### config.mk
export PLATFORM = sky130hd
export DESIGN_NAME = sad_decoder
export DESIGN_NICKNAME = d
export VERILOG_FILES = /design/src/inc/sad_pkg.sv /design/src/design/sad_decoder.sv /design/src/design/sad_fuse_mem.sv /design/src/design/sad_prot_unit.sv
export SDC_FILE = /design/constraint.sdc
export NUM_CORES = 2
export LEC_CHECK = 0
export ABC_CLOCK_PERIOD_IN_PS = 4600
export BUFFER_PORTS_ARGS = -buffer_cell sky130_fd_sc_hd__buf_2
export CAP_MARGIN = 20
export CORE_MARGIN = 1.5
export CORE_UTILIZATION = 42
export CTS_CLUSTER_SIZE = 28
export DETAILED_ROUTE_END_ITERATION = 8
export HOLD_SLACK_MARGIN = 0.15
export MAX_ROUTING_LAYER = met4
export PLACE_DENSITY_LB_ADDON = 0.2
export SLEW_MARGIN = 20
export SYNTH_ARGS = -nofsm -noshare
export SYNTH_HDL_FRONTEND = slang
export SYNTH_SLANG_ARGS = --single-unit
### constraint.sdc
create_clock -name sys_clk_i -period 4.6 [get_ports sys_clk_i]
set_input_delay 0.46 -clock sys_clk_i [delete_from_list [all_inputs] [get_ports sys_clk_i]]
set_output_delay 0.46 -clock sys_clk_i [all_outputs]
set_load 0.005 [all_outputs]
### src/inc/sad_pkg.sv
// shared constants and carrier types for the system address decoder
// assumes one system clock and a synchronous active-high reset
package sad_pkg;
    // ==========================================================
    // region boundaries
    localparam logic [31:0] CODE_LAST = 32'h1fff_ffff;
    localparam logic [31:0] ROM_LAST = 32'h0001_ffff;
    localparam logic [31:0] SRAM_BASE = 32'h0800_0000;
    localparam logic [31:0] SRAM_LAST = 32'h0804_7fff;
    localparam logic [31:0] APPF_BASE = 32'h1000_0000;
    localparam logic [31:0] APPF_LAST = 32'h100f_ffff;
    localparam logic [31:0] AUXF_BASE = 32'h1400_0000;
    localparam logic [31:0] AUXF_LAST = 32'h1400_7fff;
    localparam logic [31:0] SUPF_BASE = 32'h1600_0000;
    localparam logic [31:0] SUPF_LAST = 32'h1600_7fff;
    localparam logic [31:0] XIP_BASE = 32'h1800_0000;
    localparam logic [31:0] PERI_BASE = 32'h4000_0000;
    localparam logic [31:0] PERI_LAST = 32'h5fff_ffff;
    localparam logic [31:0] SMEM_BASE = 32'h6000_0000;
    localparam logic [31:0] SMEM_LAST = 32'h9fff_ffff;
    localparam logic [31:0] PPB_BASE = 32'he000_0000;
    localparam logic [31:0] PPB_LAST = 32'he00f_ffff;
    localparam logic [31:0] DEV_BASE = 32'he010_0000;
    // ==========================================================
    // geometry
    localparam int FLASH_WORD_LSB = 4;      // 128-bit flash words
    localparam int FLASH_ROW_LSB = 9;       // 512-byte rows
    localparam int SECTOR_LSB = 18;         // 256 KB sectors
    localparam int CACHE_KB = 8;            // per-cpu flash cache
    localparam int CACHE_WAYS = 4;
    localparam int SRAM_BLOCKS = 9;         // 288 KB in 32 KB blocks
    localparam int FUSE_WORDS = 32;         // 1024 fuse bits
    localparam int FUSE_SYS_WORDS = 16;     // first 512 bits for system
    localparam int NUM_CTX = 8;
    localparam int NUM_MASTERS = 4;
    localparam logic [2:0] BOOT_CTX = 3'h0;
    localparam logic [2:0] RIGHTS_RESET = 3'h7; // read, write, execute
    localparam logic [8:0] RETAIN_RESET = 9'h1ff;
    // ==========================================================
    // masters and targets
    localparam logic [1:0] MST_MAIN_CPU = 2'h0;
    localparam logic [1:0] MST_SECONDARY_CPU = 2'h1;
    localparam logic [1:0] MST_DMA = 2'h2;
    localparam logic [1:0] MST_DEBUG_PORT = 2'h3;
    typedef enum logic [3:0] {
        TGT_NONE, TGT_ROM, TGT_SRAM, TGT_APPF, TGT_AUXF, TGT_SUPF,
        TGT_XIP, TGT_PERI, TGT_SMEM, TGT_PPB, TGT_DEV
    } sad_target_type;
    // ==========================================================
    // carriers
    typedef struct packed {
        logic valid;
        logic [31:0] addr;
        logic write;
        logic fetch;
        logic priv;
        logic secure;
        logic [2:0] ctx;
        logic [1:0] master;
    } sad_req_type;
    typedef struct packed {
        logic valid;
        logic err;
        sad_target_type target;
        logic [27:0] flash_word;
        logic [22:0] flash_row;
        logic row_write;
        logic [1:0] cache_sel;
    } sad_resp_type;
endpackage : sad_pkg

### src/design/sad_decoder.sv
// system address decoder with region attributes and fuse port
// assumes requests come from same-clock bus logic, one per cycle
module sad_decoder
(
    input wire logic sys_clk_i,
    input wire logic srst_i,
    input wire sad_pkg::sad_req_type req_i,
    output sad_pkg::sad_resp_type resp_o,
    input wire logic ulp_mode_i,
    input wire logic lifecycle_secure_i,
    input wire logic [2:0] sysfn_req_i,
    output logic nmi_secondary_o,
    input wire logic cfg_we_i,
    input wire logic [2:0] cfg_ctx_i,
    input wire logic [5:0] cfg_idx_i,
    input wire logic [2:0] cfg_rights_i,
    input wire logic fuse_prog_i,
    input wire logic [2:0] fuse_ctx_i,
    input wire logic [4:0] fuse_word_i,
    input wire logic [31:0] fuse_mask_i,
    input wire logic [4:0] fuse_rd_word_i,
    output logic [31:0] fuse_rdata_o,
    input wire logic retain_all_i,
    input wire logic [8:0] retain_blocks_i,
    output logic [8:0] sram_retain_o
);
    import sad_pkg::*;

    // ==========================================================
    // region decode
    // map an address to its target, none where nothing backs it
    function automatic sad_target_type decode(input logic [31:0] a);
        if (a <= CODE_LAST)
        begin
            // code region holds rom, sram, flash and xip
            if (a <= ROM_LAST)
                decode = TGT_ROM;
            else if (a >= SRAM_BASE && a <= SRAM_LAST)
                decode = TGT_SRAM;
            else if (a >= APPF_BASE && a <= APPF_LAST)
                decode = TGT_APPF;
            else if (a >= AUXF_BASE && a <= AUXF_LAST)
                decode = TGT_AUXF;
            else if (a >= SUPF_BASE && a <= SUPF_LAST)
                decode = TGT_SUPF;
            else if (a >= XIP_BASE)
                decode = TGT_XIP;
            else
                decode = TGT_NONE;
        end
        else if (a >= PERI_BASE && a <= PERI_LAST)
            decode = TGT_PERI;
        else if (a >= SMEM_BASE && a <= SMEM_LAST)
            decode = TGT_SMEM;
        else if (a >= PPB_BASE && a <= PPB_LAST)
            decode = TGT_PPB;
        else if (a >= DEV_BASE)
            decode = TGT_DEV;
        else
            decode = TGT_NONE; // 2000_0000 region and the gap above serial memory are empty
    endfunction : decode

    // true for any of the three flash sectors
    function automatic logic is_flash(input sad_target_type t);
        is_flash = (t == TGT_APPF) || (t == TGT_AUXF) || (t == TGT_SUPF);
    endfunction : is_flash

    // regions that may hold code
    function automatic logic is_exec(input sad_target_type t);
        is_exec = (t == TGT_ROM) || (t == TGT_SRAM) || is_flash(t)
                  || (t == TGT_XIP) || (t == TGT_SMEM);
    endfunction : is_exec

    // ==========================================================
    // state
    typedef struct packed {
        sad_resp_type resp;   // registered answer
        logic nmi;            // system-call nmi pulse
        logic [8:0] retain;   // sram retention enables
    } sad_dec_state_type;
    sad_dec_state_type st, next_st;

    // ==========================================================
    // protection unit
    logic prot_allow; // rights table verdict
    sad_prot_unit u_prot
    (
        .sys_clk_i(sys_clk_i),
        .srst_i(srst_i),
        .cfg_we_i(cfg_we_i),
        .cfg_ctx_i(cfg_ctx_i),
        .cfg_idx_i(cfg_idx_i),
        .cfg_rights_i(cfg_rights_i),
        .req_i(req_i),
        .allow_o(prot_allow)
    );

    // ==========================================================
    // fuse array
    logic fuse_ok; // programming permitted for this word
    // system half only from boot context; customer half open
    assign fuse_ok = fuse_prog_i
                     && (fuse_word_i >= 5'(FUSE_SYS_WORDS) || fuse_ctx_i == BOOT_CTX);
    sad_fuse_mem u_fuse
    (
        .sys_clk_i(sys_clk_i),
        .srst_i(srst_i),
        .prog_i(fuse_ok),
        .word_i(fuse_word_i),
        .mask_i(fuse_mask_i),
        .rd_word_i(fuse_rd_word_i),
        .rdata_o(fuse_rdata_o)
    );

    // ==========================================================
    // access checks
    sad_target_type tgt;  // decoded target
    logic err;            // bus error verdict
    logic flash_wr;       // legal flash row write
    always_comb
    begin
        tgt = decode(req_i.addr);
        err = 1'b0;
        // nothing behind the address
        if (tgt == TGT_NONE)
            err = 1'b1;
        // fetch from a data-only region
        if (req_i.fetch && !is_exec(tgt))
            err = 1'b1;
        // rom only for the secondary cpu in boot context
        if (tgt == TGT_ROM
            && (req_i.master != MST_SECONDARY_CPU || req_i.ctx != BOOT_CTX
                || req_i.write))
            err = 1'b1;
        // supervisory regions closed to non-secure accesses
        if ((tgt == TGT_ROM || tgt == TGT_SUPF) && !req_i.secure)
            err = 1'b1;
        // rights table check
        if (!prot_allow)
            err = 1'b1;
        // flash write restrictions
        if (is_flash(tgt) && req_i.write && ulp_mode_i)
            err = 1'b1;
        if (tgt == TGT_SUPF && req_i.write && lifecycle_secure_i)
            err = 1'b1;
        flash_wr = is_flash(tgt) && req_i.write && !err;
    end

    // ==========================================================
    // next state
    always_comb
    begin
        next_st = st;
        next_st.resp.valid = req_i.valid;
        next_st.resp.err = req_i.valid && err;
        next_st.resp.target = req_i.valid ? tgt : TGT_NONE;
        // 128-bit word index of the flash access
        next_st.resp.flash_word = req_i.addr[31:FLASH_WORD_LSB];
        // 512-byte row for programming
        next_st.resp.flash_row = req_i.addr[31:FLASH_ROW_LSB];
        next_st.resp.row_write = req_i.valid && flash_wr;
        // flash reads go through the issuing cpu's cache
        next_st.resp.cache_sel = 2'h0;
        if (req_i.valid && is_flash(tgt) && !req_i.write && !err)
        begin
            if (req_i.master == MST_MAIN_CPU)
                next_st.resp.cache_sel = 2'h1;
            else if (req_i.master == MST_SECONDARY_CPU)
                next_st.resp.cache_sel = 2'h2;
        end
        // any system-call request raises the nmi
        next_st.nmi = |sysfn_req_i;
        // retention whole array or chosen blocks
        next_st.retain = retain_all_i ? RETAIN_RESET : retain_blocks_i;
    end

    // ==========================================================
    // registers
    always_ff @(posedge sys_clk_i)
    begin
        if (srst_i)
        begin
            st <= '0;
            st.resp.target <= TGT_NONE;
            st.retain <= RETAIN_RESET;
        end
        else
        begin
            st <= next_st;
        end
    end

    assign resp_o = st.resp;
    assign nmi_secondary_o = st.nmi;
    assign sram_retain_o = st.retain;

    // ==========================================================
    // checks
    AST_PERI_FETCH: assert property (@(posedge sys_clk_i) disable iff (srst_i)
        (req_i.valid && req_i.fetch && req_i.addr >= PERI_BASE && req_i.addr <= PERI_LAST)
        |=> (resp_o.valid && resp_o.err && resp_o.target == TGT_PERI))
        else $error("fetch from peripheral region not refused");

    AST_SRAM_HOLE: assert property (@(posedge sys_clk_i) disable iff (srst_i)
        (req_i.valid && req_i.addr[31:29] == 3'h1) |=> (resp_o.err && resp_o.target == TGT_NONE))
        else $error("empty sram region did not error");

    AST_ROM_OWNER: assert property (@(posedge sys_clk_i) disable iff (srst_i)
        (req_i.valid && req_i.addr <= ROM_LAST && req_i.master != MST_SECONDARY_CPU)
        |=> resp_o.err)
        else $error("rom reached by wrong master");

    AST_ULP_WRITE: assert property (@(posedge sys_clk_i) disable iff (srst_i)
        (req_i.valid && req_i.write && ulp_mode_i && req_i.addr >= APPF_BASE
         && req_i.addr <= APPF_LAST) |=> (resp_o.err && !resp_o.row_write))
        else $error("flash write allowed in ultra-low-power mode");

    AST_SUPF_LOCK: assert property (@(posedge sys_clk_i) disable iff (srst_i)
        (req_i.valid && req_i.write && lifecycle_secure_i && req_i.addr >= SUPF_BASE
         && req_i.addr <= SUPF_LAST) |=> (resp_o.err && !resp_o.row_write))
        else $error("locked supervisory flash modified");

    AST_NMI: assert property (@(posedge sys_clk_i) disable iff (srst_i)
        (|sysfn_req_i) |=> nmi_secondary_o ##1 ($past(sysfn_req_i, 1) != 3'h0 || !nmi_secondary_o))
        else $error("system call did not raise nmi");

    AST_SMEM_FETCH: assert property (@(posedge sys_clk_i) disable iff (srst_i)
        (req_i.valid && req_i.fetch && prot_allow && req_i.addr >= SMEM_BASE
         && req_i.addr <= SMEM_LAST) |=> (!resp_o.err && resp_o.target == TGT_SMEM))
        else $error("fetch from serial memory refused");

    AST_ROW: assert property (@(posedge sys_clk_i) disable iff (srst_i)
        resp_o.row_write |-> (resp_o.flash_row == resp_o.flash_word[27:5] && !resp_o.err))
        else $error("row index does not match word index");

    AST_RETAIN: assert property (@(posedge sys_clk_i) disable iff (srst_i)
        retain_all_i [*2] |-> sram_retain_o == RETAIN_RESET)
        else $error("whole-array retention not applied");

    AST_PPB: assert property (@(posedge sys_clk_i) disable iff (srst_i)
        (req_i.valid && req_i.addr >= PPB_BASE && req_i.addr <= PPB_LAST)
        |=> resp_o.target == TGT_PPB)
        else $error("private bus address misrouted");
endmodule : sad_decoder

### src/design/sad_fuse_mem.sv
// one-time fuse array: bits only ever go from 0 to 1
// assumes the caller has already vetted who may program
module sad_fuse_mem
(
    input wire logic sys_clk_i,
    input wire logic srst_i,
    input wire logic prog_i,
    input wire logic [4:0] word_i,
    input wire logic [31:0] mask_i,
    input wire logic [4:0] rd_word_i,
    output logic [31:0] rdata_o
);
    import sad_pkg::*;
    // ==========================================================
    // state
    typedef struct packed {
        logic [FUSE_WORDS-1:0][31:0] bits; // fuse cells
        logic [31:0] rdata;                // registered read data
    } sad_fuse_state_type;
    sad_fuse_state_type st, next_st;

    // program by or-ing, never clearing
    always_comb
    begin
        next_st = st;
        if (prog_i)
        begin
            next_st.bits[word_i] = st.bits[word_i] | mask_i;
        end
        next_st.rdata = st.bits[rd_word_i];
    end

    // cells model a blank array at reset
    always_ff @(posedge sys_clk_i)
    begin
        if (srst_i)
            st <= '0;
        else
            st <= next_st;
    end
    assign rdata_o = st.rdata;

    AST_FUSE_NO_CLEAR: assert property (@(posedge sys_clk_i) disable iff (srst_i)
        (($past(st.bits) & ~st.bits) == '0))
        else $error("fuse bit went from one to zero");
endmodule : sad_fuse_mem

### src/design/sad_prot_unit.sv
// protection rights table, per context, master and privilege
// assumes configuration writes come only from boot code
module sad_prot_unit
(
    input wire logic sys_clk_i,
    input wire logic srst_i,
    input wire logic cfg_we_i,
    input wire logic [2:0] cfg_ctx_i,
    input wire logic [5:0] cfg_idx_i,
    input wire logic [2:0] cfg_rights_i,
    input wire sad_pkg::sad_req_type req_i,
    output logic allow_o
);
    import sad_pkg::*;
    // ==========================================================
    // state
    typedef struct packed {
        logic [63:0][2:0] rights; // {exec, write, read}
    } sad_prot_state_type;
    sad_prot_state_type st, next_st;

    // table index from context, master, privilege
    function automatic logic [5:0] idx(input logic [2:0] c, input logic [1:0] m,
                                       input logic p);
        idx = {c, m, p};
    endfunction : idx

    logic [2:0] r; // rights of the current access
    // load rights only from the boot context
    always_comb
    begin
        next_st = st;
        if (cfg_we_i && cfg_ctx_i == BOOT_CTX)
            next_st.rights[cfg_idx_i] = cfg_rights_i;
        r = st.rights[idx(req_i.ctx, req_i.master, req_i.priv)];
        // code/data and read/write attribute check
        if (req_i.fetch)
            allow_o = r[2];
        else if (req_i.write)
            allow_o = r[1];
        else
            allow_o = r[0];
    end

    // everything open until boot narrows it
    always_ff @(posedge sys_clk_i)
    begin
        if (srst_i)
            st <= {64{RIGHTS_RESET}};
        else
            st <= next_st;
    end
endmodule : sad_prot_unit

# [After elaboration in Yosys (flattened, before gate mapping)]
# Index checks and enable logic that the tools add are counted.
[word_totals] latch_bits=0 out_inout_bits=102 ramBits=0 reg_bits=1318 input_bits=118 memories=0 rom_bits=0 wordCells=226
[classes] muxes=34 magnitude_cmp=25 reduce_logical=48 n_bitwise=3 n_addsub=0 n_shift=0 n_mul=0 eq_ne=9 div_mod_pow=0
[ops] operator="1024-bit bitwise mux" n=1
[ops] operator="32-bit binary-select mux with 5-bit select" n=2
[ops] operator="192-bit bitwise mux" n=1
[ops] operator="32-bit demux with 5-bit select" n=1
[ops] operator="32-bit by 29-bit >= comparator with 1-bit output, second input constant" n=4
[ops] operator="32-bit by 29-bit <= comparator with 1-bit output, second input constant" n=4
[ops] operator="32-bit 2-to-1 mux" n=3
[ops] operator="32-bit by 31-bit >= comparator with 1-bit output, second input constant" n=2
[ops] operator="32-bit >= comparator, second input constant" n=2
[ops] operator="32-bit <= comparator, second input constant" n=2
[ops] operator="32-bit by 28-bit >= comparator with 1-bit output, second input constant" n=1
[ops] operator="32-bit by 17-bit <= comparator with 1-bit output, second input constant" n=1
[ops] operator="32-bit by 28-bit <= comparator with 1-bit output, second input constant" n=1
[ops] operator="32-bit by 31-bit <= comparator with 1-bit output, second input constant" n=1
[ops] operator="32-bit OR" n=1
[ops] operator="1-bit logical AND" n=24
[ops] operator="3-bit 2-to-1 mux" n=8
[ops] operator="4-bit 2-to-1 mux" n=5
[ops] operator="3-bit binary-select mux with 6-bit select" n=1
[ops] operator="3-bit demux with 6-bit select" n=1
[ops] operator="6-bit by 7-bit < comparator with 1-bit output, second input constant" n=2
[ops] operator="4-bit by 3-bit equality test with 1-bit output, second input constant" n=3
[ops] operator="5-bit by 6-bit < comparator with 1-bit output, second input constant" n=2
[ops] operator="1-bit logical OR" n=10
[ops] operator="other kinds (18)" n=36

# [Logic depth before layout (Yosys ltp)]
[logic_depth] depth_word=26 depth_mapped=12 mapped_depth_nobuf=7

# [Hierarchy]
# From an unflattened synthesis, not the netlist that was laid out.
[unflattened] hier_cells=6281 area_unflattened_um2=64469.3
[by_module_without_submodules] module="sad_fuse_mem" cells_per_inst=5111 seq_area_each_um2=21140.3 area_per_inst_um2=53351.2 n_inst=1
[by_module_without_submodules] module="sad_prot_unit" cells_per_inst=981 seq_area_each_um2=3843.7 area_per_inst_um2=9225.1 n_inst=1
[by_module_without_submodules] module="sad_decoder" cells_per_inst=189 seq_area_each_um2=940.9 area_per_inst_um2=1893.1 n_inst=1

# [Worst setup path after synthesis]
# Ideal clock, no wire load.
[synth_timing] path_kind="input-to-reg" from="in fuse_word_i[1]" to="reg u_fuse.st[1027] (netlist name)" setup_slack_ns=1.687 arrival_ns=2.779 path_stages=8 path_buffers=4 required_time_ns=4.466 setup_ns=0.134 path_cell_list="buf_4 -> buf_1 -> clkbuf_1 -> mux4_2 -> mux4_2 -> a211oi_2 -> buf_6 -> a211oi_1"
[synth_via] elab_chain_len=5 word_cells_on_any_way=12 classes_between="order compare (3); mux (5); bitwise (1); reduce/logical (3)"
[synth_rtl] element="start: declaration" line_no="sad_decoder.sv:19" source="input wire logic [4:0] fuse_word_i,"
[synth_rtl] element="5-bit by 6-bit < comparator with 1-bit output (not written as such) or 5-bit by 1-bit >= comparator with 1-bit output (tied branches)" line_no="sad_fuse_mem.sv:28" source="next_st.bits[word_i] = st.bits[word_i] | mask_i;"
[synth_rtl] element="1-bit logical AND (not written as such)" line_no="sad_fuse_mem.sv:28"
[synth_rtl] element="32-bit 2-to-1 mux (not written as such)" line_no="sad_fuse_mem.sv:28"
[synth_rtl] element="32-bit demux with 5-bit select"
[synth_rtl] element="1024-bit bitwise mux" line_no="sad_fuse_mem.sv:28"
[synth_rtl] element="end signal: assignment" line_no="sad_fuse_mem.sv:39" source="st <= next_st;"
[synth_rtl] element="end: declaration" line_no="sad_fuse_mem.sv:20" source="sad_fuse_state_type st, next_st;"
# Several ways; a longest one is shown, not always the timed one. The select of a mux whose other input is x is not followed.
# A chain may end at the register's enable or synchronous reset.

# [Final worst setup path]
[layout_timing] from="in fuse_word_i[0]" to="reg u_fuse.st[214] (netlist name)"
# The elaborated chain is that of the path after synthesis.

==> flow_summary.ini <==
[outcome]
status = completed

[detailed_routing]
first_pass_iters = 5
vias_per_cell = 6.17
wire_per_inst_um = 25.8
drtAntennaViolNets = 0
vias = 47300
drt_iter0_drc = 4222
wirelength_um = 198000
drc = 0

[clock_tree]
clk_latency_ns = 0.80
ctsRootBufferMaster = clkbuf_16
cts_resized = 0
numCtsBuffers = 147
clk_pin_slew_ns = 0.05
cts.htree.levels = 4
cts_sinks = 1295
clockBufferDepth = 3
cts_tree = done

[floorplanning]
die_x_um = 388
core_area_um2 = 146000
initial_core_util = 0.425
io_pins = 220
die_h_um = 388
rows = 140
die_area_um2 = 150000

[critical_path]
critPathMaxStageDelay_ns = 0.57
cp.arrival_ns = 3.54
reg2reg_setup_slack_ns = 1.88
critPathKind = input pin to flip-flop
crit_top_cell = mux4_2
required_ns = 5.23
path_cells = buf_8 > buf_4 > mux4_2 > mux4_2 > nor2b_1 > a211oi_4 > buf_12 > a211oi_1
cp-end-kind = flip-flop
rr_endpoint = u_fuse.st[829]$_SDFFE_PP0P_
cp_max_fo = 51
cp_slowest_cell = a211oi_4
critPathLaunchType = input pin
r2r_cells = 7
r2r-start = u_fuse.st[669]$_SDFFE_PP0P_

[global_routing]
busiest_layer = met2
antenna_found_initial = 1
overflow = 0
grt_max_degree = 132
grt_pass1_vias = 45900
track_usage = 0.268
met2_usage = 0.411
grt_pass1_wl_um = 297000
grt_use_met3 = 0.0447
grtUsageMet1 = 0.356

[timing]
setup_viol = 0
fin_tns_setup_ns = 0
worst_slew_pin_slew_ns = 1.08
drv_slew = 0
fin_crit_ns = 2.91
hold_violations = 0
fin_crit_sh = 0.632
rsz0062_at_grt = no
fin_skew_ns = 0.0478
fmax_mhz = 344
slew_headroom = 0.277

[cells_and_area]
final_nets = 5752
layout-drive-gt1-share = 0.244
layout_common_cells = 1295 x dfxtp_1, 1127 x nor2_1, 1026 x a211oi_1, 652 x mux4_2, 208 x buf_2
area_delta_synth_final_pct = 13.8
final_common_cell = dfxtp_1

[synth]
synthesis.nets = 5815
ys.flop_type = dfxtp_1
syn_avg_cell_area_um2 = 10.9
ys_seq_area_frac = 0.417
synthDistinctLibCells = 59
synth.cell_area_um2 = 62100
yosysWarningCount = 0
syn_inst = 5697
async_flop_share = 0
synth_edf_count = 0
synth-seq-cells = 1295

[pwr]
fin_total_pwr_mw = 25.2
peakVddDrop_uv = 308
p_leak_nw = 22.8
p_per_area_nw_per_um2 = 356

[hold_path]
worstHoldStart = srst_i
hp-class = input pin to flip-flop
min_to = nmi_secondary_o$_SDFF_PP0_
hold_depth = 2

[placement]
io_buffer_count = 219
gp_congestion = 0.831
hpwl_um = 117000

[run]
drv_cap = 0
## through the flow
stage | instance area (um^2) | cells | hold slack (ns) | setup WS (ns) | utilization
2_1_floorplan | 62100 | 5697 | 0.430 | 1.69 | -
3_3_place_gp | 65100 | 7335 | 0.437 | 0.907 | 0.445
3_5_place_dp | 65100 | 7335 | 0.446 | 0.902 | 0.445
4_1_cts | 70700 | 7665 | 0.151 | 1.74 | 0.483
5_1_grt | 70700 | 7666 | 0.203 | 1.53 | 0.483
6_report | 70700 | 7666 | 0.184 | 1.69 | 0.483
## state kept, by name, indices dropped and copies added (netlist names)
name and flops:
u_fuse.st 1024, u_prot.st 192, resp_o 37, u_fuse.rdata_o 32, sram_retain_o 9, nmi_secondary_o 1
## layer usage
layer,part of all wire,wire (um)
met1,0.43,85000
met2,0.46,91500
met3,0.070,13800
met4,0.037,7220
met5,0,0
## synth_stat cells, types with 22 or more instances
library cell | number | share of area
dfxtp_1 | 1295 | 0.42
nor2_1 | 1143 | 0.069
a211oi_1 | 1026 | 0.12
mux4_2 | 652 | 0.24
clkbuf_1 | 374 | 0.023
buf_2 | 226 | 0.018
a211o_1 | 194 | 0.027
nor2b_1 | 143 | 0.014
and3_1 | 99 | 0.010
nand2_1 | 80 | 0.0048
buf_4 | 79 | 0.0095
mux2i_1 | 73 | 0.012
buf_1 | 36 | 0.0022
o21ai_0 | 26 | 0.0021
a211oi_2 | 23 | 0.0046
nand3_1 | 22 | 0.0018
## repair_timing
action,CTS,global route
setup buffers,0,0
hold buffers,67,0
hold endpoints to repair,140,0
endpoints found under the setup margin,0,0
## how the worst max path moves through the flow
stage / startpoint / to / depth (start not counted)
finish: fuse_word_i[0] / u_fuse.st[214]$_SDFFE_PP0P_ / 8
global route: fuse_word_i[0] / u_fuse.st[470]$_SDFFE_PP0P_ / 8
CTS: fuse_word_i[0] / u_fuse.st[214]$_SDFFE_PP0P_ / 8
detailed placement: fuse_word_i[0] / u_fuse.st[214]$_SDFFE_PP0P_ / 8
global placement: fuse_word_i[0] / u_fuse.st[214]$_SDFFE_PP0P_ / 8
floorplan: fuse_word_i[1] / u_fuse.st[1027]$_SDFFE_PP0P_ / 8
## critical path, delay by kind of cell
kind / cells / cell delay, ns
compound gates: 2 / 0.65
buf+inv: 3 / 1.16
mux: 2 / 1.02
simple gates: 1 / 0.18
## kinds of logic after synthesis
| group | Yosys count | share of synthesized area |
|---|---|---|
| compound gates | 1349 | 0.168 |
| flops | 1295 | 0.417 |
| buf+inv | 727 | 0.0539 |
| mux | 735 | 0.250 |
| simple gates | 1591 | 0.111 |
## power breakdown
group / switching (mW) / total (mW) / internal [mW]
clock network: 5.02 / 11.8 / 6.83
registers: 0.0797 / 11.4 / 11.3
logic: 1.21 / 1.93 / 0.713
## layout make-up
class	count	area, um^2
inverter	7	26.3
tap	1917	2400
clock buffer	214	4210
antenna	1	2.50
multi-input combinational	3675	33300
timing repair buffer	508	4130
clock inverter	49	694
fill	13200	75600
sequential	1295	25900
No activity file was read; power rests on OpenSTA's default activity.
